[config.mk]
export PLATFORM = sky130hd
export DESIGN_NAME = sar_adc_ctrl
export DESIGN_NICKNAME = d
export VERILOG_FILES = /design/src/shared/sar_adc_pkg.sv /design/src/shared/sar_conv_if.sv /design/src/verilog/sar_adc_ctrl.sv /design/src/verilog/sar_engine.sv
export SDC_FILE = /design/constraint.sdc
export NUM_CORES = 1
export LEC_CHECK = 0
export BUFFER_PORTS_ARGS = -buffer_cell sky130_fd_sc_hd__buf_2
export CAP_MARGIN = 30
export CORE_ASPECT_RATIO = 1.5
export CORE_MARGIN = 5
export CORE_UTILIZATION = 55
export CTS_BUF_LIST = sky130_fd_sc_hd__clkbuf_8
export DETAILED_ROUTE_END_ITERATION = 8
export PLACE_DENSITY = 0.83
export SYNTH_ARGS = -nofsm -noshare
export SYNTH_HDL_FRONTEND = slang
export SYNTH_HIERARCHICAL = 1
export SYNTH_SLANG_ARGS = --single-unit
[constraint.sdc]
create_clock -name aclk -period 2.3 [get_ports aclk]
set_clock_uncertainty 0.2 [all_clocks]
set_input_delay 0.46 -clock aclk [delete_from_list [all_inputs] [get_ports aclk]]
set_output_delay 0.46 -clock aclk [all_outputs]
set_load 0.01 [all_outputs]
[src/shared/sar_adc_pkg.sv]
// sar_adc_pkg: constants shared by the converter control block and its engine
// assumes: a 20 MHz aclk and a 32-bit AXI4-Lite register bus

package sar_adc_pkg;

  // ----------------------------------------------------------------
  // result coding
  // ----------------------------------------------------------------
  localparam int RES_W = 12;
  localparam int FILL_W = 4;
  localparam logic [11:0] ZERO_CODE = 12'h000;
  localparam logic [11:0] MID_CODE = 12'h800;
  localparam logic [11:0] FULL_CODE = 12'hFFF;

  // ----------------------------------------------------------------
  // register map, byte addresses
  // ----------------------------------------------------------------
  localparam int DATA_W = 32;
  localparam logic [7:0] OFF_CTRL = 8'h00;
  localparam logic [7:0] OFF_STATUS = 8'h04;
  localparam logic [7:0] OFF_RESULT = 8'h08;
  localparam logic [7:0] OFF_COUNT = 8'h0C;
  localparam int CTRL_EN_BIT = 0;
  localparam int CTRL_SWSTART_BIT = 1;
  localparam int ST_BUSY_BIT = 0;
  localparam int ST_DRIVE_BIT = 1;
  localparam int ST_BYTE_BIT = 2;
  localparam int ST_SHORT_BIT = 3;
  localparam int ST_IGNORED_BIT = 4;
  localparam int ST_INVALID_BIT = 5;
  localparam logic CTRL_EN_RESET = 1'b1;
  localparam logic [1:0] RESP_OKAY = 2'h0;
  localparam logic [1:0] RESP_SLVERR = 2'h2;

  // ----------------------------------------------------------------
  // timing
  // ----------------------------------------------------------------
  localparam int CLK_PERIOD_NS = 50;
  localparam int MIN_CONV_LOW_NS = 40;
  localparam int MIN_CONV_LOW_CYCLES = (MIN_CONV_LOW_NS + CLK_PERIOD_NS - 1) / CLK_PERIOD_NS;
  localparam int ACQ_TIME_NS = 10000;
  localparam int ACQ_CYCLES = (ACQ_TIME_NS + CLK_PERIOD_NS - 1) / CLK_PERIOD_NS;

endpackage

[src/shared/sar_conv_if.sv]
// sar_conv_if: link between the control logic and the approximation engine
// assumes: both ends run on the same aclk
`timescale 1ns/1ns
interface sar_conv_if;
  logic start;
  logic comp_high;
  logic [sar_adc_pkg::RES_W-1:0] trial;
  logic busy;
  logic done;
  logic [sar_adc_pkg::RES_W-1:0] result;

  modport ctrl(output start, output comp_high, input trial, input busy, input done,
               input result);
  modport engine(input start, input comp_high, output trial, output busy, output done,
                 output result);
endinterface

[src/verilog/sar_adc_ctrl.sv]
// sar_adc_ctrl: convert/read control and three-state result output of a 12-bit converter
// assumes: pin inputs synchronous to aclk, an outside comparator answers the trial code,
// and an AXI4-Lite master that keeps one write and one read in flight at most
`timescale 1ns/1ns
module sar_adc_ctrl #(
  parameter int ADDR_W = 8,
  parameter int BIT_CYCLES = 13
) (
  input wire logic aclk,
  input wire logic aresetn,
  input wire logic [ADDR_W-1:0] awaddr,
  input wire logic [2:0] awprot,
  input wire logic awvalid,
  output logic awready,
  input wire logic [31:0] wdata,
  input wire logic [3:0] wstrb,
  input wire logic wvalid,
  output logic wready,
  output logic [1:0] bresp,
  output logic bvalid,
  input wire logic bready,
  input wire logic [ADDR_W-1:0] araddr,
  input wire logic [2:0] arprot,
  input wire logic arvalid,
  output logic arready,
  output logic [31:0] rdata,
  output logic [1:0] rresp,
  output logic rvalid,
  input wire logic rready,
  input wire logic cs_n,
  input wire logic rd_conv,
  input wire logic byte_sel,
  input wire logic comp_high,
  output logic [11:0] trial_code,
  output logic busy_n,
  output logic [11:0] result_line,
  output logic [11:0] result_line_oe_n,
  output logic [3:0] zero_fill_output,
  output logic [3:0] zero_fill_output_oe_n
);
  localparam int RES_W = sar_adc_pkg::RES_W;
  localparam int FILL_W = sar_adc_pkg::FILL_W;
  localparam int ACQ_W = $clog2(sar_adc_pkg::ACQ_CYCLES + 1);
  localparam logic [ACQ_W-1:0] ACQ_FULL = ACQ_W'(sar_adc_pkg::ACQ_CYCLES);

  // ----------------------------------------------------------------
  // engine
  // ----------------------------------------------------------------
  sar_conv_if conv ();

  sar_engine #(
    .BIT_CYCLES(BIT_CYCLES)
  ) u_engine (
    .aclk(aclk),
    .aresetn(aresetn),
    .conv(conv.engine)
  );

  logic start_q;
  assign conv.start = start_q;
  assign conv.comp_high = comp_high;
  assign trial_code = conv.trial;

  // ----------------------------------------------------------------
  // pin sampling and event decode
  // ----------------------------------------------------------------
  logic cs_q;
  logic rc_q;
  logic byte_q;
  logic comb_prev;
  logic retrig_q;
  logic ctrl_en;
  logic sw_start;
  logic [RES_W-1:0] out_word;
  logic [ACQ_W-1:0] acq_cnt;
  logic short_acq;
  logic ignored;
  logic invalid;
  logic [15:0] conv_count;

  // ORed control level and its falling edge
  wire comb = cs_q | rc_q;
  wire comb_fall = comb_prev & ~comb;
  wire drive = ~cs_q & rc_q;
  wire load = conv.done;
  wire converting = ~busy_n | conv.busy | start_q;
  wire cmd = ctrl_en & ((comb_fall | retrig_q) & ~comb | sw_start);
  wire start_req = cmd & ~converting;
  wire cmd_lost = cmd & converting;
  wire early = start_req & (acq_cnt != ACQ_FULL);

  // registered pin levels, one cycle of latency
  always_ff @(posedge aclk) begin
    if (!aresetn) begin
      cs_q <= 1'b1;
      rc_q <= 1'b1;
      byte_q <= 1'b0;
      comb_prev <= 1'b1;
    end else begin
      cs_q <= cs_n;
      rc_q <= rd_conv;
      byte_q <= byte_sel;
      comb_prev <= comb;
    end
  end

  // ----------------------------------------------------------------
  // conversion control
  // ----------------------------------------------------------------
  // start pulse, busy flag and a reconversion when the level is still low at the end
  always_ff @(posedge aclk) begin
    if (!aresetn) begin
      start_q <= 1'b0;
      busy_n <= 1'b1;
      retrig_q <= 1'b0;
    end else begin
      start_q <= start_req;
      retrig_q <= load & ~comb;
      if (start_req) begin
        busy_n <= 1'b0;
      end else if (load) begin
        busy_n <= 1'b1;
      end
    end
  end

  // output register and completed-conversion counter
  always_ff @(posedge aclk) begin
    if (!aresetn) begin
      out_word <= sar_adc_pkg::ZERO_CODE;
      conv_count <= 16'h0000;
    end else if (load) begin
      out_word <= conv.result;
      conv_count <= conv_count + 16'h0001;
    end
  end

  // cycles since the last conversion ended, saturating at the acquisition time
  always_ff @(posedge aclk) begin
    if (!aresetn) begin
      acq_cnt <= ACQ_FULL;
    end else if (load) begin
      acq_cnt <= '0;
    end else if (acq_cnt != ACQ_FULL) begin
      acq_cnt <= acq_cnt + 1'b1;
    end
  end

  // ----------------------------------------------------------------
  // result lines
  // ----------------------------------------------------------------
  // lane selection on the word that the output register holds after this edge
  wire [RES_W-1:0] next_word = load ? conv.result : out_word;
  wire [RES_W-1:0] lane_word = byte_q ? {next_word[3:0], 4'h0, next_word[11:8]}
                                      : next_word;
  wire [FILL_W-1:0] lane_fill = byte_q ? next_word[7:4] : 4'h0;

  // pin drivers, enables active low
  always_ff @(posedge aclk) begin
    if (!aresetn) begin
      result_line <= '0;
      zero_fill_output <= '0;
      result_line_oe_n <= '1;
      zero_fill_output_oe_n <= '1;
    end else begin
      result_line <= lane_word;
      zero_fill_output <= lane_fill;
      result_line_oe_n <= {RES_W{~drive}};
      zero_fill_output_oe_n <= {FILL_W{~drive}};
    end
  end

  // ----------------------------------------------------------------
  // AXI4-Lite slave
  // ----------------------------------------------------------------
  logic aw_held;
  logic w_held;
  logic [ADDR_W-1:0] wr_addr;
  logic [31:0] wr_data;
  logic [3:0] wr_strb;

  wire aw_hs = awvalid & awready;
  wire w_hs = wvalid & wready;
  wire wr_go = aw_held & w_held & ~bvalid;
  wire [7:0] wr_off = 8'(wr_addr);
  wire [7:0] rd_off = 8'(araddr);
  wire wr_ctrl = wr_go & (wr_off == sar_adc_pkg::OFF_CTRL) & wr_strb[0];
  wire wr_status = wr_go & (wr_off == sar_adc_pkg::OFF_STATUS) & wr_strb[0];
  wire wr_ok = (wr_off == sar_adc_pkg::OFF_CTRL) | (wr_off == sar_adc_pkg::OFF_STATUS);
  wire [2:0] clr_mask = wr_status ? wr_data[5:3] : 3'h0;

  // write address and data are taken in either order, then answered together
  always_ff @(posedge aclk) begin
    if (!aresetn) begin
      awready <= 1'b1;
      wready <= 1'b1;
      aw_held <= 1'b0;
      w_held <= 1'b0;
      wr_addr <= '0;
      wr_data <= 32'h0000_0000;
      wr_strb <= 4'h0;
      bvalid <= 1'b0;
      bresp <= sar_adc_pkg::RESP_OKAY;
    end else begin
      if (aw_hs) begin
        aw_held <= 1'b1;
        awready <= 1'b0;
        wr_addr <= awaddr;
      end
      if (w_hs) begin
        w_held <= 1'b1;
        wready <= 1'b0;
        wr_data <= wdata;
        wr_strb <= wstrb;
      end
      if (wr_go) begin
        aw_held <= 1'b0;
        w_held <= 1'b0;
        bvalid <= 1'b1;
        bresp <= wr_ok ? sar_adc_pkg::RESP_OKAY : sar_adc_pkg::RESP_SLVERR;
      end else if (bvalid && bready) begin
        bvalid <= 1'b0;
        awready <= 1'b1;
        wready <= 1'b1;
      end
    end
  end

  // control register; the software start is a one-cycle command
  always_ff @(posedge aclk) begin
    if (!aresetn) begin
      ctrl_en <= sar_adc_pkg::CTRL_EN_RESET;
      sw_start <= 1'b0;
    end else begin
      sw_start <= wr_ctrl & wr_data[sar_adc_pkg::CTRL_SWSTART_BIT];
      if (wr_ctrl) begin
        ctrl_en <= wr_data[sar_adc_pkg::CTRL_EN_BIT];
      end
    end
  end

  // sticky status flags, write one to clear, a new event wins over the clear
  always_ff @(posedge aclk) begin
    if (!aresetn) begin
      short_acq <= 1'b0;
      ignored <= 1'b0;
      invalid <= 1'b0;
    end else begin
      short_acq <= early | (short_acq & ~clr_mask[0]);
      ignored <= cmd_lost | (ignored & ~clr_mask[1]);
      invalid <= (start_req & retrig_q) | (invalid & ~clr_mask[2]);
    end
  end

  // read data selection
  wire [31:0] status_word = {26'h0, invalid, ignored, short_acq, byte_q, drive, ~busy_n};
  wire [31:0] ctrl_word = {31'h0, ctrl_en};
  wire rd_ok = (rd_off == sar_adc_pkg::OFF_CTRL) | (rd_off == sar_adc_pkg::OFF_STATUS) |
               (rd_off == sar_adc_pkg::OFF_RESULT) | (rd_off == sar_adc_pkg::OFF_COUNT);
  wire [31:0] rd_mux =
    (rd_off == sar_adc_pkg::OFF_CTRL) ? ctrl_word :
    (rd_off == sar_adc_pkg::OFF_STATUS) ? status_word :
    (rd_off == sar_adc_pkg::OFF_RESULT) ? {20'h0, out_word} :
    (rd_off == sar_adc_pkg::OFF_COUNT) ? {16'h0, conv_count} : 32'h0000_0000;

  // read channel, answer one cycle after the address is taken
  always_ff @(posedge aclk) begin
    if (!aresetn) begin
      arready <= 1'b1;
      rvalid <= 1'b0;
      rdata <= 32'h0000_0000;
      rresp <= sar_adc_pkg::RESP_OKAY;
    end else if (arvalid && arready) begin
      arready <= 1'b0;
      rvalid <= 1'b1;
      rdata <= rd_mux;
      rresp <= rd_ok ? sar_adc_pkg::RESP_OKAY : sar_adc_pkg::RESP_SLVERR;
    end else if (rvalid && rready) begin
      rvalid <= 1'b0;
      arready <= 1'b1;
    end
  end
endmodule // sar_adc_ctrl

[src/verilog/sar_engine.sv]
// sar_engine: successive-approximation loop, one result bit per BIT_CYCLES cycles
// assumes: comp_high is high when the input is at or above the trial code
`timescale 1ns/1ns
module sar_engine #(
  parameter int BIT_CYCLES = 13
) (
  input wire logic aclk,
  input wire logic aresetn,
  sar_conv_if.engine conv
);
  localparam int RES_W = sar_adc_pkg::RES_W;
  localparam int IDX_W = $clog2(RES_W);
  localparam int CYC_W = $clog2(BIT_CYCLES + 1);

  typedef enum {ST_IDLE, ST_RUN} eng_state_t;
  eng_state_t state;
  logic [IDX_W-1:0] bit_idx;
  logic [CYC_W-1:0] cyc;

  // ----------------------------------------------------------------
  // trial decode
  // ----------------------------------------------------------------
  wire bit_end = (cyc == CYC_W'(BIT_CYCLES - 1));
  wire last_bit = (bit_idx == '0);
  wire [RES_W-1:0] cur_mask = RES_W'(1) << bit_idx;
  wire [RES_W-1:0] decided = conv.comp_high ? conv.trial : (conv.trial & ~cur_mask);
  wire [RES_W-1:0] next_trial = last_bit ? decided : (decided | (cur_mask >> 1));

  // bit loop, straight binary starting from midscale
  always_ff @(posedge aclk) begin
    if (!aresetn) begin
      state <= ST_IDLE;
      bit_idx <= '0;
      cyc <= '0;
      conv.trial <= sar_adc_pkg::MID_CODE;
      conv.busy <= 1'b0;
      conv.done <= 1'b0;
      conv.result <= sar_adc_pkg::ZERO_CODE;
    end else begin
      conv.done <= 1'b0;
      case (state)
        ST_IDLE: if (conv.start) begin
          state <= ST_RUN;
          conv.trial <= sar_adc_pkg::MID_CODE;
          bit_idx <= IDX_W'(RES_W - 1);
          cyc <= '0;
          conv.busy <= 1'b1;
        end
        ST_RUN: if (bit_end) begin
          cyc <= '0;
          conv.trial <= next_trial;
          if (last_bit) begin
            state <= ST_IDLE;
            conv.busy <= 1'b0;
            conv.done <= 1'b1;
            conv.result <= decided;
          end else begin
            bit_idx <= bit_idx - 1'b1;
          end
        end else begin
          cyc <= cyc + 1'b1;
        end
        default: state <= ST_IDLE;
      endcase
    end
  end
endmodule // sar_engine
==> run_results.csv <==
group,metric,value,unit
sta,rsz0062_at_grt,"no",
pwr,combinationalPowerShare,0.057,
drt,wl_met1,5200,um
sta,max-slew-margin-rel,0.633,
setup_path,critPathKind,"reg2reg",
global_route,globalRoute.totalOverflow,0,
logic_synthesis,netlist_top_cells_area,"sky130_fd_sc_hd__dfxtp_1 (46%), sky130_fd_sc_hd__buf_4 (4.3%), sky130_fd_sc_hd__mux2i_1 (3.7%)",
pwr,p_per_area,707,mW/mm^2
logic_synthesis,number_of_storage_elements_in_the_synthesis_netlist,138,
global_route,largest_net_degree_at_the_start_of_global_routing,50,
drt,routed-wl-met3,817,um
cells_and_area,drive_gt1_frac,0.218,
drt,drt-vias-per-instance,5.67,
logic_synthesis,synth.lib_cells_used.distinct,63,
logic_synthesis,ys_dominant_reg_cell,"sky130_fd_sc_hd__dfxtp_1",
logic_synthesis,synth_enable_flop_cells,0,
logic_synthesis,postSynth.asyncResetShare,0,
clocking,tritoncts_num_sinks,138,
global_route,track_usage,0.220,
outcome,outcome,"complete, no violations",
drt,dr_wl_met2,7590,um
die,floorplan.die_area,0.0130,mm^2
clocking,worst_setup_hold_path_clk_slew,0.08,ns
sta,max_slew.worst_pin.slew,0.549,ns
pwr,post-layout-total-power,4.86,mW
die,start_util,0.561,
logic_synthesis,ys_seq_area_frac,0.465,
drt,vias,5082,
pwr,clock_power_share,0.436,
global_route,vias_in_the_first_global_route,5056,
sta,timing_max_transition_violations_final,0,
placed_design,global_placer_s_final_weighted_congestion,0.904,
sta,hold_viol_final,0,
setup_path,critPathRequiredTime,2.40,ns
logic_synthesis,synthesis.instances,656,
min_path,worstHoldPathType,"in2reg",
clocking,worstSkewPairLatency,0.44,ns
pwr,leakage_dissipation,2.74,nW
logic_synthesis,synth.avg_cell_area,9.06,um^2
cells_and_area,finish.net_count,819,
logic_synthesis,synth-warning-count,6,
drt,routed.top_layer,"met4",
cells_and_area,fillers,895,
clocking,cts_root_buffer,"sky130_fd_sc_hd__clkbuf_8",
clocking,worst_case_clock_buffer_depth,2,
die,die_h,137,um
clocking,cts_tree,"built",
placed_design,io_buffer_count,100,
setup_path,end_kind,"register",
drt,drt-pass1-iter-count,5,
pwr,netSwitchingPower,1.14,mW
die,floorplan.core_area,0.0106,mm^2
drt,route.detailed.drc,0,
logic_synthesis,synth_most_common_cell,"sky130_fd_sc_hd__dfxtp_1",
sta,totalNegativeSetupSlack,0,ns
clocking,h-tree-depth,4,
setup_path,startpoint_type,"register",
pwr,power_switching_share,0.235,
setup_path,critical_path_peak_fanout,15,
logic_synthesis,synth_top_cell_area_share,0.465,
clocking,cts-buffers-inserted,17,
drt,detailedRoute.firstIterationViolations,323,
drt,postRouteAntennaNets,0,
logic_synthesis,synth_top_cell_by_area,"sky130_fd_sc_hd__dfxtp_1",
pwr,cell_internal_power,3.71,mW
sta,post-route-period-util,0.926,
setup_path,cp.arrival,2.23,ns
pwr,share_seq_of_total_power,0.507,
cells_and_area,antenna-diode-count,0,
global_route,grt_first_pass_wirelength,22900,um
sta,setup-violations-final,0,
sta,achievable-frequency,469,MHz
global_route,initial_antenna_violation_count,0,
drt,post_drt_wl_per_cell,15.6,um
placed_design,detailed_place_hpwl,10100,um
sta,min_tclk_post_route,2.13,ns
die,rows,46,
drt,routed_wire_length,14000,um
die,die-width,94.9,um
pwr,vdd_ir_drop_max,419,uV
logic_synthesis,post_synth_most_frequent_cells,"sky130_fd_sc_hd__dfxtp_1 (138), sky130_fd_sc_hd__nor2_1 (48), sky130_fd_sc_hd__nand2_1 (46)",
die,io-pin-count,155,
logic_synthesis,netlist_area,0.00594,mm^2
run,max-cap-violations,0,
cells_and_area,area_growth_syn_to_fin,15.5,%
layer usage:
metal | track usage | up-vias
li1 | - | 2429
met1 | 0.229 | 2431
met2 | 0.411 | 185
met3 | 0.0503 | 37
met4 | 0.0995 | 0
met5 | 0 | -
state kept, by name, summed over array words and instances (netlist names), 5 cells and up:
signal / cells
u_engine/conv.result: 12
wr_data: 5
result_line: 12
acq_cnt: 8
out_word: 12
u_engine/conv.trial: 12
rdata: 16
conv_count: 16
wr_addr: 8
kinds of logic (layout without fill, tap and decap cells):
family,after synthesis,in the layout,synth area share
mux,27,27,0.0484
buf+inv,100,180,0.0865
xor+xnor,18,18,0.0265
flops,138,138,0.465
compound gates,140,140,0.153
other cells,1,18,0.000631
fa+ha+maj,10,10,0.0211
simple gates,222,222,0.199
worst max-delay path, stage by stage, from the launching register on:
cell and delay (ns):
sky130_fd_sc_hd__dfxtp_1 0.38, sky130_fd_sc_hd__inv_1 0.13, sky130_fd_sc_hd__ha_1 0.19, sky130_fd_sc_hd__or3b_1 0.59, sky130_fd_sc_hd__nor2_1 0.38, sky130_fd_sc_hd__o22ai_1 0.13
worst paths after layout:
check | startpoint | endpoint | slack, ns | cells after the start
min | rd_conv | rc_q$_SDFF_PN1_ | 0.01 | 2
max reg2reg | u_engine/bit_idx[0]$_SDFFE_PN0P_ | u_engine/conv.result[8]$_SDFFE_PN0P_ | 0.17 | 5
min reg2reg | wr_addr[1]$_SDFFE_PN0P_ | wr_addr[1]$_SDFFE_PN0P_ | 0.25 | 2
max | u_engine/bit_idx[0]$_SDFFE_PN0P_ | u_engine/conv.result[8]$_SDFFE_PN0P_ | 0.17 | 5
placed cells by master, fill, tap and decap left out, drive strengths merged, types with 3 or more instances in the layout:
cell    synthesis  final
inv            31     35
buf            48    116
nor4            3      3
nor2b          16     16
conb            1     18
nor3b           3      3
clkinv          0      7
o21ai          33     33
and3            6      6
a2111o          3      3
xor2            7      7
nand2          46     46
mux2i          22     22
xnor2          11     11
nor2           48     48
clkbuf         21     17
ha             10     10
a32o           10     10
bufinv          0      4
or4b            3      3
and2            8      8
a211oi         11     11
or3             8      8
or3b            4      4
a41oi           3      3
a21oi          43     43
a22o            5      5
dfxtp         138    138
a22oi           3      3
nor3           11     11
or2             3      3
nand3          33     33
nand2b          6      6
o22ai           6      6
mux2            4      4
nand4          14     14
a31oi           5      5
o311ai          3      3
area by class of cell:
class	count	area, um^2	share of cell area
flip-flops and latches	138	2760	0.402
multi-input cells	435	2730	0.398
repair buffers	117	643	0.0937
clock buffers	17	234	0.0341
clock inverters	15	196	0.0286
well taps	144	180	0.0262
inverters	31	116	0.0170
through the flow:
step	utilization	setup slack [ns]	cell area, um^2	cells	hold slack, ns
floorplan	-	0.445	6010	673	0.203
global placement	0.605	0.197	6410	862	0.237
detailed placement	0.605	0.120	6410	862	0.242
CTS	0.647	0.0581	6850	895	0.00191
global route	0.648	0.0543	6860	897	0.0356
finish	0.648	0.169	6860	897	0.0130
power by group through the flow:
stage | Combinational (mW) | Clock [mW] | Sequential, mW
floorplan | 0.208 | 0 | 2.51
global placement | 0.262 | 0 | 2.51
detailed placement | 0.270 | 0 | 2.52
CTS | 0.274 | 2.15 | 2.46
global route | 0.304 | 2.25 | 2.47
finish | 0.276 | 2.12 | 2.46
timing repair:
item | CTS | global route
hold buffers | 1 | 0
gates resized for setup | 0 | 1
endpoints found under the hold margin | 1 | 0
buffers inserted | 0 | 2
endpoints found under the setup margin | 0 | 12
Power figures use the tool's default switching activity.
